`src/inc/dcse_pkg.sv`:
```
// constants shared by both ends of the channel status and fault block
// Notes on behaviour
// - set op_done_flag whenever an operation ends
// - host clears op_done_flag before new operation
// - block_done_flag: count out, unchained, continue set
// - continuation with block_done_flag set: timing fault
// - device_end_flag set on device-ended transfer
// - fault sets error flag and records cause
// - clearing error flag clears cause to zero
// - running flag from start to end, write-proof
// - line_fall_flag set on falling control line
// - bit 0 shows live control line level
// - device sets flags, write-one clears, reset clears
// - host writes zero to reserved bit 2
// - cause register read-only, five-bit code
// - fixed codes for config, timing, aborts
// - address, count, bus codes carry source bits
// - interrupt request gated by enable and flags
// - fault vector while error flag set
package dcse_pkg;
	// register offsets seen over the device's own port
	localparam logic [7:0] DCSE_OFS_STATE = 8'h00;
	localparam logic [7:0] DCSE_OFS_CAUSE = 8'h01;
	// bit positions in channel_state_flags
	localparam int DCSE_B_OP_DONE = 7;
	localparam int DCSE_B_BLOCK_DONE = 6;
	localparam int DCSE_B_DEV_END = 5;
	localparam int DCSE_B_ERR = 4;
	localparam int DCSE_B_RUNNING = 3;
	localparam int DCSE_B_RSVD = 2;
	localparam int DCSE_B_LINE_FALL = 1;
	localparam int DCSE_B_LINE_LEVEL = 0;
	// fault codes held in channel_fault_cause
	localparam logic [4:0] DCSE_C_NONE = 5'h00;
	localparam logic [4:0] DCSE_C_CONFIG = 5'h01;
	localparam logic [4:0] DCSE_C_TIMING = 5'h02;
	localparam logic [4:0] DCSE_C_EXT_ABORT = 5'h10;
	localparam logic [4:0] DCSE_C_SW_ABORT = 5'h11;
	// class prefixes, low two bits name the source
	localparam logic [2:0] DCSE_CL_ADDR = 3'h1;
	localparam logic [2:0] DCSE_CL_BUS = 3'h2;
	localparam logic [2:0] DCSE_CL_COUNT = 3'h3;
	localparam logic [1:0] DCSE_SRC_MEM = 2'h1;
	localparam logic [1:0] DCSE_SRC_DEV = 2'h2;
	localparam logic [1:0] DCSE_SRC_BASE = 2'h3;
	// host-side avalon byte offsets
	localparam logic [3:0] DCSE_AV_STATE = 4'h0;
	localparam logic [3:0] DCSE_AV_CAUSE = 4'h4;
	localparam logic [3:0] DCSE_AV_LINE = 4'h8;
	localparam logic [7:0] DCSE_LINE_RST = 8'h01;
	typedef enum {DCSE_H_IDLE, DCSE_H_WAIT, DCSE_H_RESP} dcse_host_state_t;
endpackage

```
`src/inc/dcse_if.sv`:
```
// link between the host bridge and the channel status device
`timescale 1ns/10ps
`default_nettype none
interface dcse_if;
	logic acc_req;
	logic acc_wr;
	logic [7:0] acc_addr;
	logic [7:0] acc_wdata;
	logic acc_ack;
	logic [7:0] acc_rdata;
	logic periph_control_line;
	// device end answers register accesses
	modport dev (
		input acc_req, acc_wr, acc_addr, acc_wdata, periph_control_line,
		output acc_ack, acc_rdata
	);
	// host end issues accesses and drives the control line
	modport host (
		output acc_req, acc_wr, acc_addr, acc_wdata, periph_control_line,
		input acc_ack, acc_rdata
	);
endinterface
`default_nettype wire

```
`src/dcse_device.sv`:
```
// channel status flags, fault cause and interrupt request of one channel
//
// The Avalon-MM register port was chosen for this implementation.
`timescale 1ns/10ps
`default_nettype none
module dcse_device
	import dcse_pkg::*;
(
	input wire logic clk_i,
	input wire logic sys_rst_i,
	dcse_if.dev lnk,
	input wire logic start_i,
	input wire logic op_end_i,
	input wire logic count_out_i,
	input wire logic chained_i,
	input wire logic cont_opt_i,
	input wire logic cont_try_i,
	input wire logic dev_end_i,
	input wire logic fault_i,
	input wire logic [4:0] fault_code_i,
	input wire logic irq_enable_i,
	input wire logic line_irq_mode_i,
	input wire logic [7:0] normal_vector_reg_i,
	input wire logic [7:0] fault_vector_reg_i,
	output logic irq_o,
	output logic [7:0] vector_o,
	output logic running_o,
	output logic [7:0] state_flags_o
);
	// synchroniser pair and the edge history behind it
	logic line_s1_reg;
	logic line_s2_reg;
	logic line_d_reg;
	// status flags and the fault cause with their next values
	logic op_done_flag_reg, op_done_flag_next;
	logic block_done_flag_reg, block_done_flag_next;
	logic device_end_flag_reg, device_end_flag_next;
	logic err_flag_reg, err_flag_next;
	logic channel_running_flag_reg, channel_running_flag_next;
	logic line_fall_flag_reg, line_fall_flag_next;
	logic [4:0] cause_reg, cause_next;
	// register port answer and the output flops
	logic ack_reg, ack_next;
	logic [7:0] rdata_reg, rdata_next;
	logic irq_reg, irq_next;
	logic [7:0] vector_reg, vector_next;
	logic [7:0] flags_out_reg, flags_out_next;
	// combinational helpers, never seen outside
	logic [7:0] clr;
	logic timing_fault;
	logic any_fault;
	logic [4:0] new_code;
	logic line_fall;
	logic [7:0] state_word;

	// control line comes from the far party: two flops before any use
	// reset high matches the idle line, so leaving reset shows no false fall
	always_ff @(posedge clk_i) begin
		if (sys_rst_i) begin
			line_s1_reg <= 1'b1;
			line_s2_reg <= 1'b1;
			line_d_reg <= 1'b1;
		end else begin
			line_s1_reg <= lnk.periph_control_line;
			line_s2_reg <= line_s1_reg;
			line_d_reg <= line_s2_reg;
		end
	end

	// falling edge seen on the synchronised copy only
	assign line_fall = line_d_reg && !line_s2_reg;

	// write-one clear mask, live for one cycle per write to the state word
	assign clr = (lnk.acc_req && lnk.acc_wr && lnk.acc_addr == DCSE_OFS_STATE)
		? lnk.acc_wdata : 8'h00;

	// a continuation while a block is still flagged is a timing fault
	assign timing_fault = cont_try_i && block_done_flag_reg;
	assign any_fault = fault_i || timing_fault;
	// external cause takes priority when both strike together
	// class and source bits come from the sequencer and pass through unchanged
	assign new_code = fault_i ? fault_code_i : DCSE_C_TIMING;

	// flag next values: each set term is or-ed after the write clear so the set wins, but op end beats start for running
	always_comb begin
		op_done_flag_next = op_done_flag_reg && !clr[DCSE_B_OP_DONE];
		if (op_end_i) begin
			op_done_flag_next = 1'b1;
		end
		// block done needs all three conditions in one cycle
		block_done_flag_next = block_done_flag_reg && !clr[DCSE_B_BLOCK_DONE];
		if (count_out_i && !chained_i && cont_opt_i) begin
			block_done_flag_next = 1'b1;
		end
		device_end_flag_next = device_end_flag_reg && !clr[DCSE_B_DEV_END];
		if (dev_end_i) begin
			device_end_flag_next = 1'b1;
		end
		line_fall_flag_next = line_fall_flag_reg && !clr[DCSE_B_LINE_FALL];
		if (line_fall) begin
			line_fall_flag_next = 1'b1;
		end
		// running ignores the write mask entirely
		channel_running_flag_next = channel_running_flag_reg;
		if (op_end_i) begin
			channel_running_flag_next = 1'b0;
		end else if (start_i) begin
			channel_running_flag_next = 1'b1;
		end
	end

	// error flag and cause move together; a first cause is kept until cleared
	// a clear and a fault together leave the flag set with the new code
	always_comb begin
		err_flag_next = err_flag_reg;
		cause_next = cause_reg;
		if (clr[DCSE_B_ERR]) begin
			err_flag_next = 1'b0;
			cause_next = DCSE_C_NONE;
		end
		if (any_fault && !(err_flag_reg && !clr[DCSE_B_ERR])) begin
			err_flag_next = 1'b1;
			cause_next = new_code;
		end
	end

	always_ff @(posedge clk_i) begin
		if (sys_rst_i) begin
			op_done_flag_reg <= 1'b0;
			block_done_flag_reg <= 1'b0;
			device_end_flag_reg <= 1'b0;
			err_flag_reg <= 1'b0;
			channel_running_flag_reg <= 1'b0;
			line_fall_flag_reg <= 1'b0;
			cause_reg <= DCSE_C_NONE;
		end else begin
			op_done_flag_reg <= op_done_flag_next;
			block_done_flag_reg <= block_done_flag_next;
			device_end_flag_reg <= device_end_flag_next;
			err_flag_reg <= err_flag_next;
			channel_running_flag_reg <= channel_running_flag_next;
			line_fall_flag_reg <= line_fall_flag_next;
			cause_reg <= cause_next;
		end
	end

	// assembled state word; bit 2 always reads zero, bit 0 is the live line
	always_comb begin
		state_word = 8'h00;
		state_word[DCSE_B_OP_DONE] = op_done_flag_reg;
		state_word[DCSE_B_BLOCK_DONE] = block_done_flag_reg;
		state_word[DCSE_B_DEV_END] = device_end_flag_reg;
		state_word[DCSE_B_ERR] = err_flag_reg;
		state_word[DCSE_B_RUNNING] = channel_running_flag_reg;
		state_word[DCSE_B_RSVD] = 1'b0; // reserved position never reads one
		state_word[DCSE_B_LINE_FALL] = line_fall_flag_reg;
		state_word[DCSE_B_LINE_LEVEL] = line_s2_reg;
	end

	// register port: one-cycle ack a cycle after each request
	always_comb begin
		ack_next = lnk.acc_req;
		rdata_next = rdata_reg;
		if (lnk.acc_req) begin
			case (lnk.acc_addr)
				DCSE_OFS_STATE: begin
					rdata_next = state_word;
				end
				DCSE_OFS_CAUSE: begin
					// writes here change nothing: the cause word is read-only
					rdata_next = {3'h0, cause_reg};
				end
				default: begin
					rdata_next = 8'h00;
				end
			endcase
		end
	end

	// interrupt request and vector choice, held in flops for clean outputs
	// one cycle of lag is traded for glitch-free request and vector
	always_comb begin
		irq_next = irq_enable_i && (op_done_flag_reg || block_done_flag_reg
			|| (line_fall_flag_reg && line_irq_mode_i));
		vector_next = err_flag_reg ? fault_vector_reg_i : normal_vector_reg_i;
		flags_out_next = state_word;
	end

	always_ff @(posedge clk_i) begin
		if (sys_rst_i) begin
			ack_reg <= 1'b0;
			rdata_reg <= 8'h00;
			irq_reg <= 1'b0;
			vector_reg <= 8'h00;
			flags_out_reg <= 8'h00;
		end else begin
			ack_reg <= ack_next;
			rdata_reg <= rdata_next;
			irq_reg <= irq_next;
			vector_reg <= vector_next;
			flags_out_reg <= flags_out_next;
		end
	end

	// every output below is a flop, so nothing combinational leaves the block
	assign lnk.acc_ack = ack_reg;
	assign lnk.acc_rdata = rdata_reg;
	assign irq_o = irq_reg;
	assign vector_o = vector_reg;
	assign running_o = channel_running_flag_reg;
	assign state_flags_o = flags_out_reg;
endmodule
`default_nettype wire

```
`src/flat_wrapper.sv`:
```
// flat-port wrapper written by rule: the top's interface ports become plain ports
module dcse_device_flat import dcse_pkg::*;
  (clk_i, sys_rst_i, start_i, op_end_i, count_out_i, chained_i, cont_opt_i, cont_try_i, dev_end_i, fault_i, fault_code_i, irq_enable_i, line_irq_mode_i, normal_vector_reg_i, fault_vector_reg_i, irq_o, vector_o, running_o, state_flags_o, lnk_acc_req, lnk_acc_wr, lnk_acc_addr, lnk_acc_wdata, lnk_periph_control_line, lnk_acc_ack, lnk_acc_rdata);
  dcse_if lnk_i ();
  input wire logic clk_i;
  input wire logic sys_rst_i;
  input wire logic start_i;
  input wire logic op_end_i;
  input wire logic count_out_i;
  input wire logic chained_i;
  input wire logic cont_opt_i;
  input wire logic cont_try_i;
  input wire logic dev_end_i;
  input wire logic fault_i;
  input wire logic [4:0] fault_code_i;
  input wire logic irq_enable_i;
  input wire logic line_irq_mode_i;
  input wire logic [7:0] normal_vector_reg_i;
  input wire logic [7:0] fault_vector_reg_i;
  output logic irq_o;
  output logic [7:0] vector_o;
  output logic running_o;
  output logic [7:0] state_flags_o;
  input wire logic [$bits(lnk_i.acc_req)-1:0] lnk_acc_req;
  input wire logic [$bits(lnk_i.acc_wr)-1:0] lnk_acc_wr;
  input wire logic [$bits(lnk_i.acc_addr)-1:0] lnk_acc_addr;
  input wire logic [$bits(lnk_i.acc_wdata)-1:0] lnk_acc_wdata;
  input wire logic [$bits(lnk_i.periph_control_line)-1:0] lnk_periph_control_line;
  output wire logic [$bits(lnk_i.acc_ack)-1:0] lnk_acc_ack;
  output wire logic [$bits(lnk_i.acc_rdata)-1:0] lnk_acc_rdata;
  assign lnk_i.acc_req = lnk_acc_req;
  assign lnk_i.acc_wr = lnk_acc_wr;
  assign lnk_i.acc_addr = lnk_acc_addr;
  assign lnk_i.acc_wdata = lnk_acc_wdata;
  assign lnk_i.periph_control_line = lnk_periph_control_line;
  assign lnk_acc_ack = lnk_i.acc_ack;
  assign lnk_acc_rdata = lnk_i.acc_rdata;
  dcse_device u_core (.clk_i(clk_i), .sys_rst_i(sys_rst_i), .lnk(lnk_i), .start_i(start_i), .op_end_i(op_end_i), .count_out_i(count_out_i), .chained_i(chained_i), .cont_opt_i(cont_opt_i), .cont_try_i(cont_try_i), .dev_end_i(dev_end_i), .fault_i(fault_i), .fault_code_i(fault_code_i), .irq_enable_i(irq_enable_i), .line_irq_mode_i(line_irq_mode_i), .normal_vector_reg_i(normal_vector_reg_i), .fault_vector_reg_i(fault_vector_reg_i), .irq_o(irq_o), .vector_o(vector_o), .running_o(running_o), .state_flags_o(state_flags_o));
endmodule
```
`config.mk`:
```
export PLATFORM = sky130hd
export DESIGN_NAME = dcse_device_flat
export DESIGN_NICKNAME = d
export VERILOG_FILES = /design/src/inc/dcse_pkg.sv /design/src/inc/dcse_if.sv /design/src/dcse_device.sv /design/src/flat_wrapper.sv
export SDC_FILE = /design/constraint.sdc
export NUM_CORES = 1
export LEC_CHECK = 0
export BUFFER_PORTS_ARGS = -buffer_cell sky130_fd_sc_hd__buf_2
export CAP_MARGIN = 10
export CORE_AREA = 2 2 60 62
export DETAILED_ROUTE_END_ITERATION = 8
export DIE_AREA = 0 0 62 64
export HOLD_SLACK_MARGIN = 0.12
export PLACE_DENSITY = 0.8
export SYNTH_ARGS = -nofsm -noshare
export SYNTH_HDL_FRONTEND = slang
export SYNTH_SLANG_ARGS = --single-unit
export TNS_END_PERCENT = 20
```
`constraint.sdc`:
```
create_clock -name clk_i -period 2.45 [get_ports clk_i]
set_input_delay 0.6125 -clock clk_i [delete_from_list [all_inputs] [get_ports clk_i]]
set_output_delay 0.6125 -clock clk_i [all_outputs]
set_load 0.01 [all_outputs]
```
==> metrics.md, run 1 <==
| Metric | Value |
|---|---|
| Post-DP Area | 1890 sq um |
| Seq/Total Area, Yosys | 0.525 |
| Synth Register Bits | 39 |
| Layout Area Growth over Synthesis | 31.5% |
| Startpoint types | input port |
| Worst IR Drop VDD | 318 uV |
| Ports | 79 |
| Warnings from Yosys | 0 |
| Die Wd | 62 um |
| Initial Utilization | 0.453 |
| Initial antenna violation count | 0 |
| Skew final | 0.00760 ns |
| List of most frequent post-synthesis cells | 39 x dfxtp_1, 19 x nor2_1, 10 x nand2_1, 10 x nor2b_1, 8 x mux2i_1 |
| Simple-gate share of the synthesized area | 0.207 |
| Critical Path RT | 2.66 ns |
| Post-route total power | 1.20 mW |
| Final period util | 0.613 |
| Root Buffer | clkbuf_4 |
| Peak Freq | 666 MHz |
| Yosys top cell area share | 0.525 |
| CP top delay family | simple AND/OR/NAND/NOR gates |
| DIE HEIGHT | 64 um |
| Rel. slew slack | 0.583 |
| Final setup fails | 0 |
| Worst-Skew Late Latency | 0.34 ns |
| Post-synthesis adder-cell area fraction | 0 |
| Final min period | 1.50 ns |
| Site row count | 21 |
| Mapped Area | 1490 sq um |
| Largest family of logic cells by synthesized area | simple AND/OR/NAND/NOR gates |
| CTS tree | built |
| Crit path cell chain | buf_2 -> or4_4 -> o41ai_2 -> a21oi_1 |
| Cells after Synth | 149 |
| Mean Syn Cell Area | 9.98 sq um |
| HP Class | flip-flop to flip-flop |
| Setup TNS | 0 ns |
| Critical Path Max Stage Delay | 0.54 ns |
| GRT overflow | 0 |
| Routability Congestion | 0.789 |
| Post-Route WL | 3390 um |
| Drt first-iter violations | 44 |
| Vias | 1,362 |
| Worst path slowest cell | or4_4 |
| TritonCTS Buffers | 5 |
| Asr flop ratio synth | 0 |
| Core ar. | 3280 sq um |
| Finished Cell Area | 1960 sq um |
| Primary FF master, synth | dfxtp_1 |
| Crit. End Element | flip-flop |
| Cell with the most instances after synthesis | dfxtp_1 |
| Number of synthesized flops with an enable pin | 0 |
| DRC Markers | 0 |
| Post-synthesis xor/xnor area fraction | 0 |
| Clock sinks | 39 |
| Post-synth top area cell | dfxtp_1 |
| CP bufs+invs | 1 |
| Leak | 0.896 nW |
| Post-synthesis mux area share | 0.0841 |
| Number of global-route vias before repair | 1,270 |
| Global Route Usage Sum | 0.186 |
| Final hold viol count | 0 |
| Placed wire-length estimate | 2460 um |
| Cell Pwr Density | 612 nW/um^2 |
| Drt pass-1 iters | 4 |
| Htree depth | 2 |
| Critical Setup Path Class | input port to flip-flop |
| Post_cts resized | 0 |
| Main area contributors after synthesis | dfxtp_1 52%, mux2i_1 5.4%, nor2_1 4.8%, nor2b_1 4.2%, mux2_2 3.0% |
| # Max-Cap Violations | 0 |
| Port Buffers | 74 |
| Ant diodes | 0 |
| Worst-Margin Slew | 0.626 ns |
| Die area | 3970 sq um |
| RSZ-0062 raised after global routing | no |
| Post-route ant nets | 0 |
| Proportion of layout cells with a drive suffix above 1 | 0.415 |
| Post-CTS Setup Bufs | 0 |
| Net count, final | 275 |
| Via density | 5.04 |
| Distinct cell type count of the synthesized netlist | 34 |
| Pins Over Slew Limit | 0 |
| Pin count of the biggest net entering global routing | 37 |
| Outcome | complete, no violations |
| Synth Area in Compound Gates | 0.133 |
| Routed length per instance | 12.6 um |
| Critical path peak fanout | 2 |
| CTS clk-pin slew, worst paths | 0.11 ns |
| CTS Buffer Depth | 2 |
| Syn Nets | 201 |
| # hold bufs at CTS | 0 |
| CP arrival | 1.71 ns |
| First-pass GRT wire length | 5350 um |
## worst register-to-register path: cells and delay by family, from the launching register on
| family | cells | cell delay, ns |
|---|---|---|
| flops | 1 | 0.68 |
| compound gates | 2 | 0.54 |
| buf+inv | 1 | 0.15 |
## power by group
group,switching [mW],internal (mW)
clock network,0.202,0.169
logic,0.0698,0.0746
registers,0.0184,0.664
total,0.290,0.907
## worst paths after layout
check	slack, ns	to	cells past startpoint	startpoint
min reg2reg	0.42	u_core.line_s2_reg	1	u_core.line_s1_reg
min	0.42	u_core.line_s2_reg	1	u_core.line_s1_reg
max	0.95	u_core.block_done_flag_reg	4	lnk_acc_addr[5]
max reg2reg	0.96	u_core.cause_reg[3]	3	u_core.err_flag_reg
## final cells by class
type	instances	area [sq um]
sequential	39	781
timing repair buffer	76	385
fill	306	1330
tap	46	57.6
inverter	8	30.0
multi-input combinational	93	634
clock buffer	8	68.8
## kinds of logic (layout without fill, tap and decap cells)
logic type      after synthesis  count (layout)
compound gates               25              25
buf+inv                      17              92
flops                        39              39
mux                          12              12
other cells                   1               1
simple gates                 55              55
## metrics by stage
step / setup slack, ns / hold slack (ns) / util / cells
floorplan: 0.796 / 0.389 / - / 149
global placement: 0.600 / 0.394 / 0.575 / 262
CTS: 0.934 / 0.422 / 0.596 / 270
global route: 0.754 / 0.432 / 0.596 / 270
detailed placement: 0.570 / 0.394 / 0.575 / 262
finish: 0.948 / 0.423 / 0.596 / 270
## layer usage
layer  wire length, um  vias up  track usage
met5                 0        -            0
met3               348        4       0.0709
met4                44        0        0.112
met1              1500      624        0.213
li1                  -      671            -
met2              1500       63        0.285
## layout by cell type, fill, tap and decap left out, drive strengths merged, types with 4 or more instances in the layout
cell | synthesis | routed
nand2 | 10 | 10
clkbuf | 4 | 8
o32ai | 5 | 5
nor2b | 10 | 10
dfxtp | 39 | 39
inv | 7 | 7
nor2 | 19 | 19
buf | 5 | 76
a32oi | 4 | 4
mux2i | 8 | 8
a21oi | 7 | 7
mux2 | 4 | 4
Note: power is estimated with default switching activity, not from simulation.
==> run 2, diff against run 1 <==
--- a/config.mk
+++ b/config.mk
@@ -5,13 +5,14 @@
 export SDC_FILE = /design/constraint.sdc
 export NUM_CORES = 1
 export LEC_CHECK = 0
+export ABC_AREA = 1
 export BUFFER_PORTS_ARGS = -buffer_cell sky130_fd_sc_hd__buf_2
 export CAP_MARGIN = 10
-export CORE_AREA = 2 2 60 62
+export CORE_AREA = 2 2 65 67
 export DETAILED_ROUTE_END_ITERATION = 8
-export DIE_AREA = 0 0 62 64
+export DIE_AREA = 0 0 67 69
 export HOLD_SLACK_MARGIN = 0.12
-export PLACE_DENSITY = 0.8
+export PLACE_DENSITY = 0.72
 export SYNTH_ARGS = -nofsm -noshare
 export SYNTH_HDL_FRONTEND = slang
 export SYNTH_SLANG_ARGS = --single-unit
==> constraint.sdc (replaced) <==
create_clock -name clk_i -period 1.25 [get_ports clk_i]
set_input_delay 0.3125 -clock clk_i [delete_from_list [all_inputs] [get_ports clk_i]]
set_output_delay 0.3125 -clock clk_i [all_outputs]
set_load 0.01 [all_outputs]
==> metrics.md, run 2 <==
| Metric | Value |
|---|---|
| Outcome | complete, no violations |
| Final setup fails | 0 |
| Cell with the most instances after synthesis | dfxtp_1 |
| Proportion of layout cells with a drive suffix above 1 | 0.384 |
| Routed length per instance | 10.7 um |
| Peak Freq | 881 MHz |
| CP top delay family | flip-flops |
| Leading cell type in the layout, fill and taps excluded | buf_2 |
| Yosys top cell area share | 0.527 |
| Hold path startpoint | chained_i |
| Cell Pwr Density | 1220 nW/um^2 |
| Root Buffer | clkbuf_8 |
| Placed wire-length estimate | 2700 um |
| Post-route ant nets | 0 |
| Fin worst setup slack | 0.115 ns |
| Fillers | 414 |
| First-pass GRT wire length | 5630 um |
| Mapped Area | 1480 sq um |
| Worst path slowest cell | dfxtp_1 |
| Routability Congestion | 0.752 |
| Net count, final | 319 |
| Primary FF master, synth | dfxtp_1 |
| Die area | 4620 sq um |
| List of most frequent post-synthesis cells | 39 x dfxtp_1, 30 x nor2_1, 28 x nand2_1, 18 x inv_1 |
| Skew final | 0.00454 ns |
| DIE HEIGHT | 69 um |
| Initial Utilization | 0.378 |
| Syn Nets | 235 |
| Startpoint types | flip-flop |
| Post_cts resized | 0 |
| Critical Path RT | 0.94 ns |
| DRC Markers | 0 |
| Seq. cell area | 781 sq um |
| Distinct cell type count of the synthesized netlist | 27 |
| Synth Register Bits | 39 |
| Worst IR Drop VDD | 543 uV |
| # Max-Cap Violations | 0 |
| Main area contributors after synthesis | dfxtp_1 53%, nor2_1 7.6%, nand2_1 7.1%, inv_1 4.6%, o211ai_1 4.6% |
| HP Class | input port to flip-flop |
| Post-CTS Setup Bufs | 0 |
| DP Worst Slack | -0.0503 ns |
| Number of global-route vias before repair | 1,342 |
| Vias | 1,411 |
| Crit path cell chain | buf_2 |
| GRT overflow | 0 |
| Mean Syn Cell Area | 8.09 sq um |
| CP Launch Point | u_core.running_o |
| Global Route Usage Sum | 0.158 |
| Via density | 4.44 |
| Drt pass-1 iters | 4 |
| Port Buffers | 74 |
| Critical Setup Path Class | flip-flop to output pin |
| Setup TNS | 0 ns |
| RSZ-0062 raised after global routing | no |
| Layout Area Growth over Synthesis | 38.0% |
| # hold bufs at CTS | 0 |
| Post-route total power | 2.49 mW |
| Critical Path Max Stage Delay | 0.39 ns |
| CTS clk-pin slew, worst paths | 0.07 ns |
| CP bufs+invs | 1 |
| Cells after Synth | 183 |
| Pins Over Slew Limit | 0 |
| CTS Buffer Depth | 2 |
| Number of synthesized flops with an enable pin | 0 |
| Core ar. | 3910 sq um |
| Asr flop ratio synth | 0 |
| Post-synth top area cell | dfxtp_1 |
| Htree depth | 2 |
| Worst r2r src | u_core.err_flag_reg |
| Hold slack | 0.206 ns |
| Pin count of the biggest net entering global routing | 18 |
| Drt first-iter violations | 36 |
| Final min period | 1.13 ns |
| Initial antenna violation count | 0 |
| Site row count | 23 |
| Warnings from Yosys | 0 |
| Clock sinks | 39 |
| Leak | 1.03 nW |
| TritonCTS Buffers | 5 |
| Critical path peak fanout | 4 |
| Seq/Total Area, Yosys | 0.527 |
| Ant diodes | 0 |
| Worst-Skew Late Latency | 0.28 ns |
| Die Wd | 67 um |
| CP arrival | 0.82 ns |
| CTS tree | built |
| Post-Route WL | 3400 um |
| Ports | 79 |
| Most frequent cells in the layout | 74 x buf_2, 39 x dfxtp_1, 30 x nor2_1 |
| Final hold viol count | 0 |
| Area used by multi-input combinational logic | 574 sq um |
| Crit. End Element | output pin |
| Final period util | 0.908 |
-- run 2: logic make-up (layout without fill, tap and decap cells) --
| family | after synthesis | after routing | share of synthesized area |
|---|---|---|---|
| DFF | 39 | 39 | 0.527 |
| other | 1 | 1 | 0.00253 |
| buffers and inverters | 28 | 113 | 0.0845 |
| and+or+nand+nor | 78 | 78 | 0.238 |
| AOI/OAI and AO/OA | 37 | 37 | 0.147 |
-- run 2: layout make-up --
type                            instances  area share
Inverter                               20      0.0367
Clock inverter                          2     0.00612
Timing Repair Buffer                   85       0.228
Clock buffer                            6      0.0355
Multi-Input combinational cell        116       0.281
Tap cell                               50      0.0306
Sequential cell                        39       0.382
-- run 2: path summary, 6_finish.rpt --
path                                     end  slack, ns  cells after the start
setup / recovery                   running_o       0.12                      1
hold / removal    u_core.block_done_flag_reg       0.21                      2
setup reg to reg          u_core.vector_o[5]       0.20                      4
hold reg to reg           u_core.line_s2_reg       0.43                      1
-- run 2: report_power, final --
group	switching (mW)	total [mW]	internal, mW	leakage [nW]
combinational	0.176	0.336	0.160	0.667
sequential	0.0295	1.34	1.32	0.323
clock	0.419	0.809	0.390	0.0412
total	0.624	2.49	1.86	1.03
-- run 2: metrics by stage --
stage | instances | cell area, sq um | utilization
after floorplan | 183 | 1480 | -
after global placement | 310 | 1960 | 0.500
after detailed placement | 310 | 1960 | 0.500
after CTS | 318 | 2040 | 0.522
after global routing | 318 | 2040 | 0.522
final | 318 | 2040 | 0.522
-- run 2: per-layer routing --
layer / routed length [um] / up-vias / part of all wire / global-route usage
li1: - / 751 / - / -
met1: 1450 / 605 / 0.43 / 0.177
met2: 1670 / 51 / 0.49 / 0.275
met3: 246 / 4 / 0.072 / 0.0506
met4: 32 / 0 / 0.0094 / 0.0544
met5: 0 / - / 0 / 0
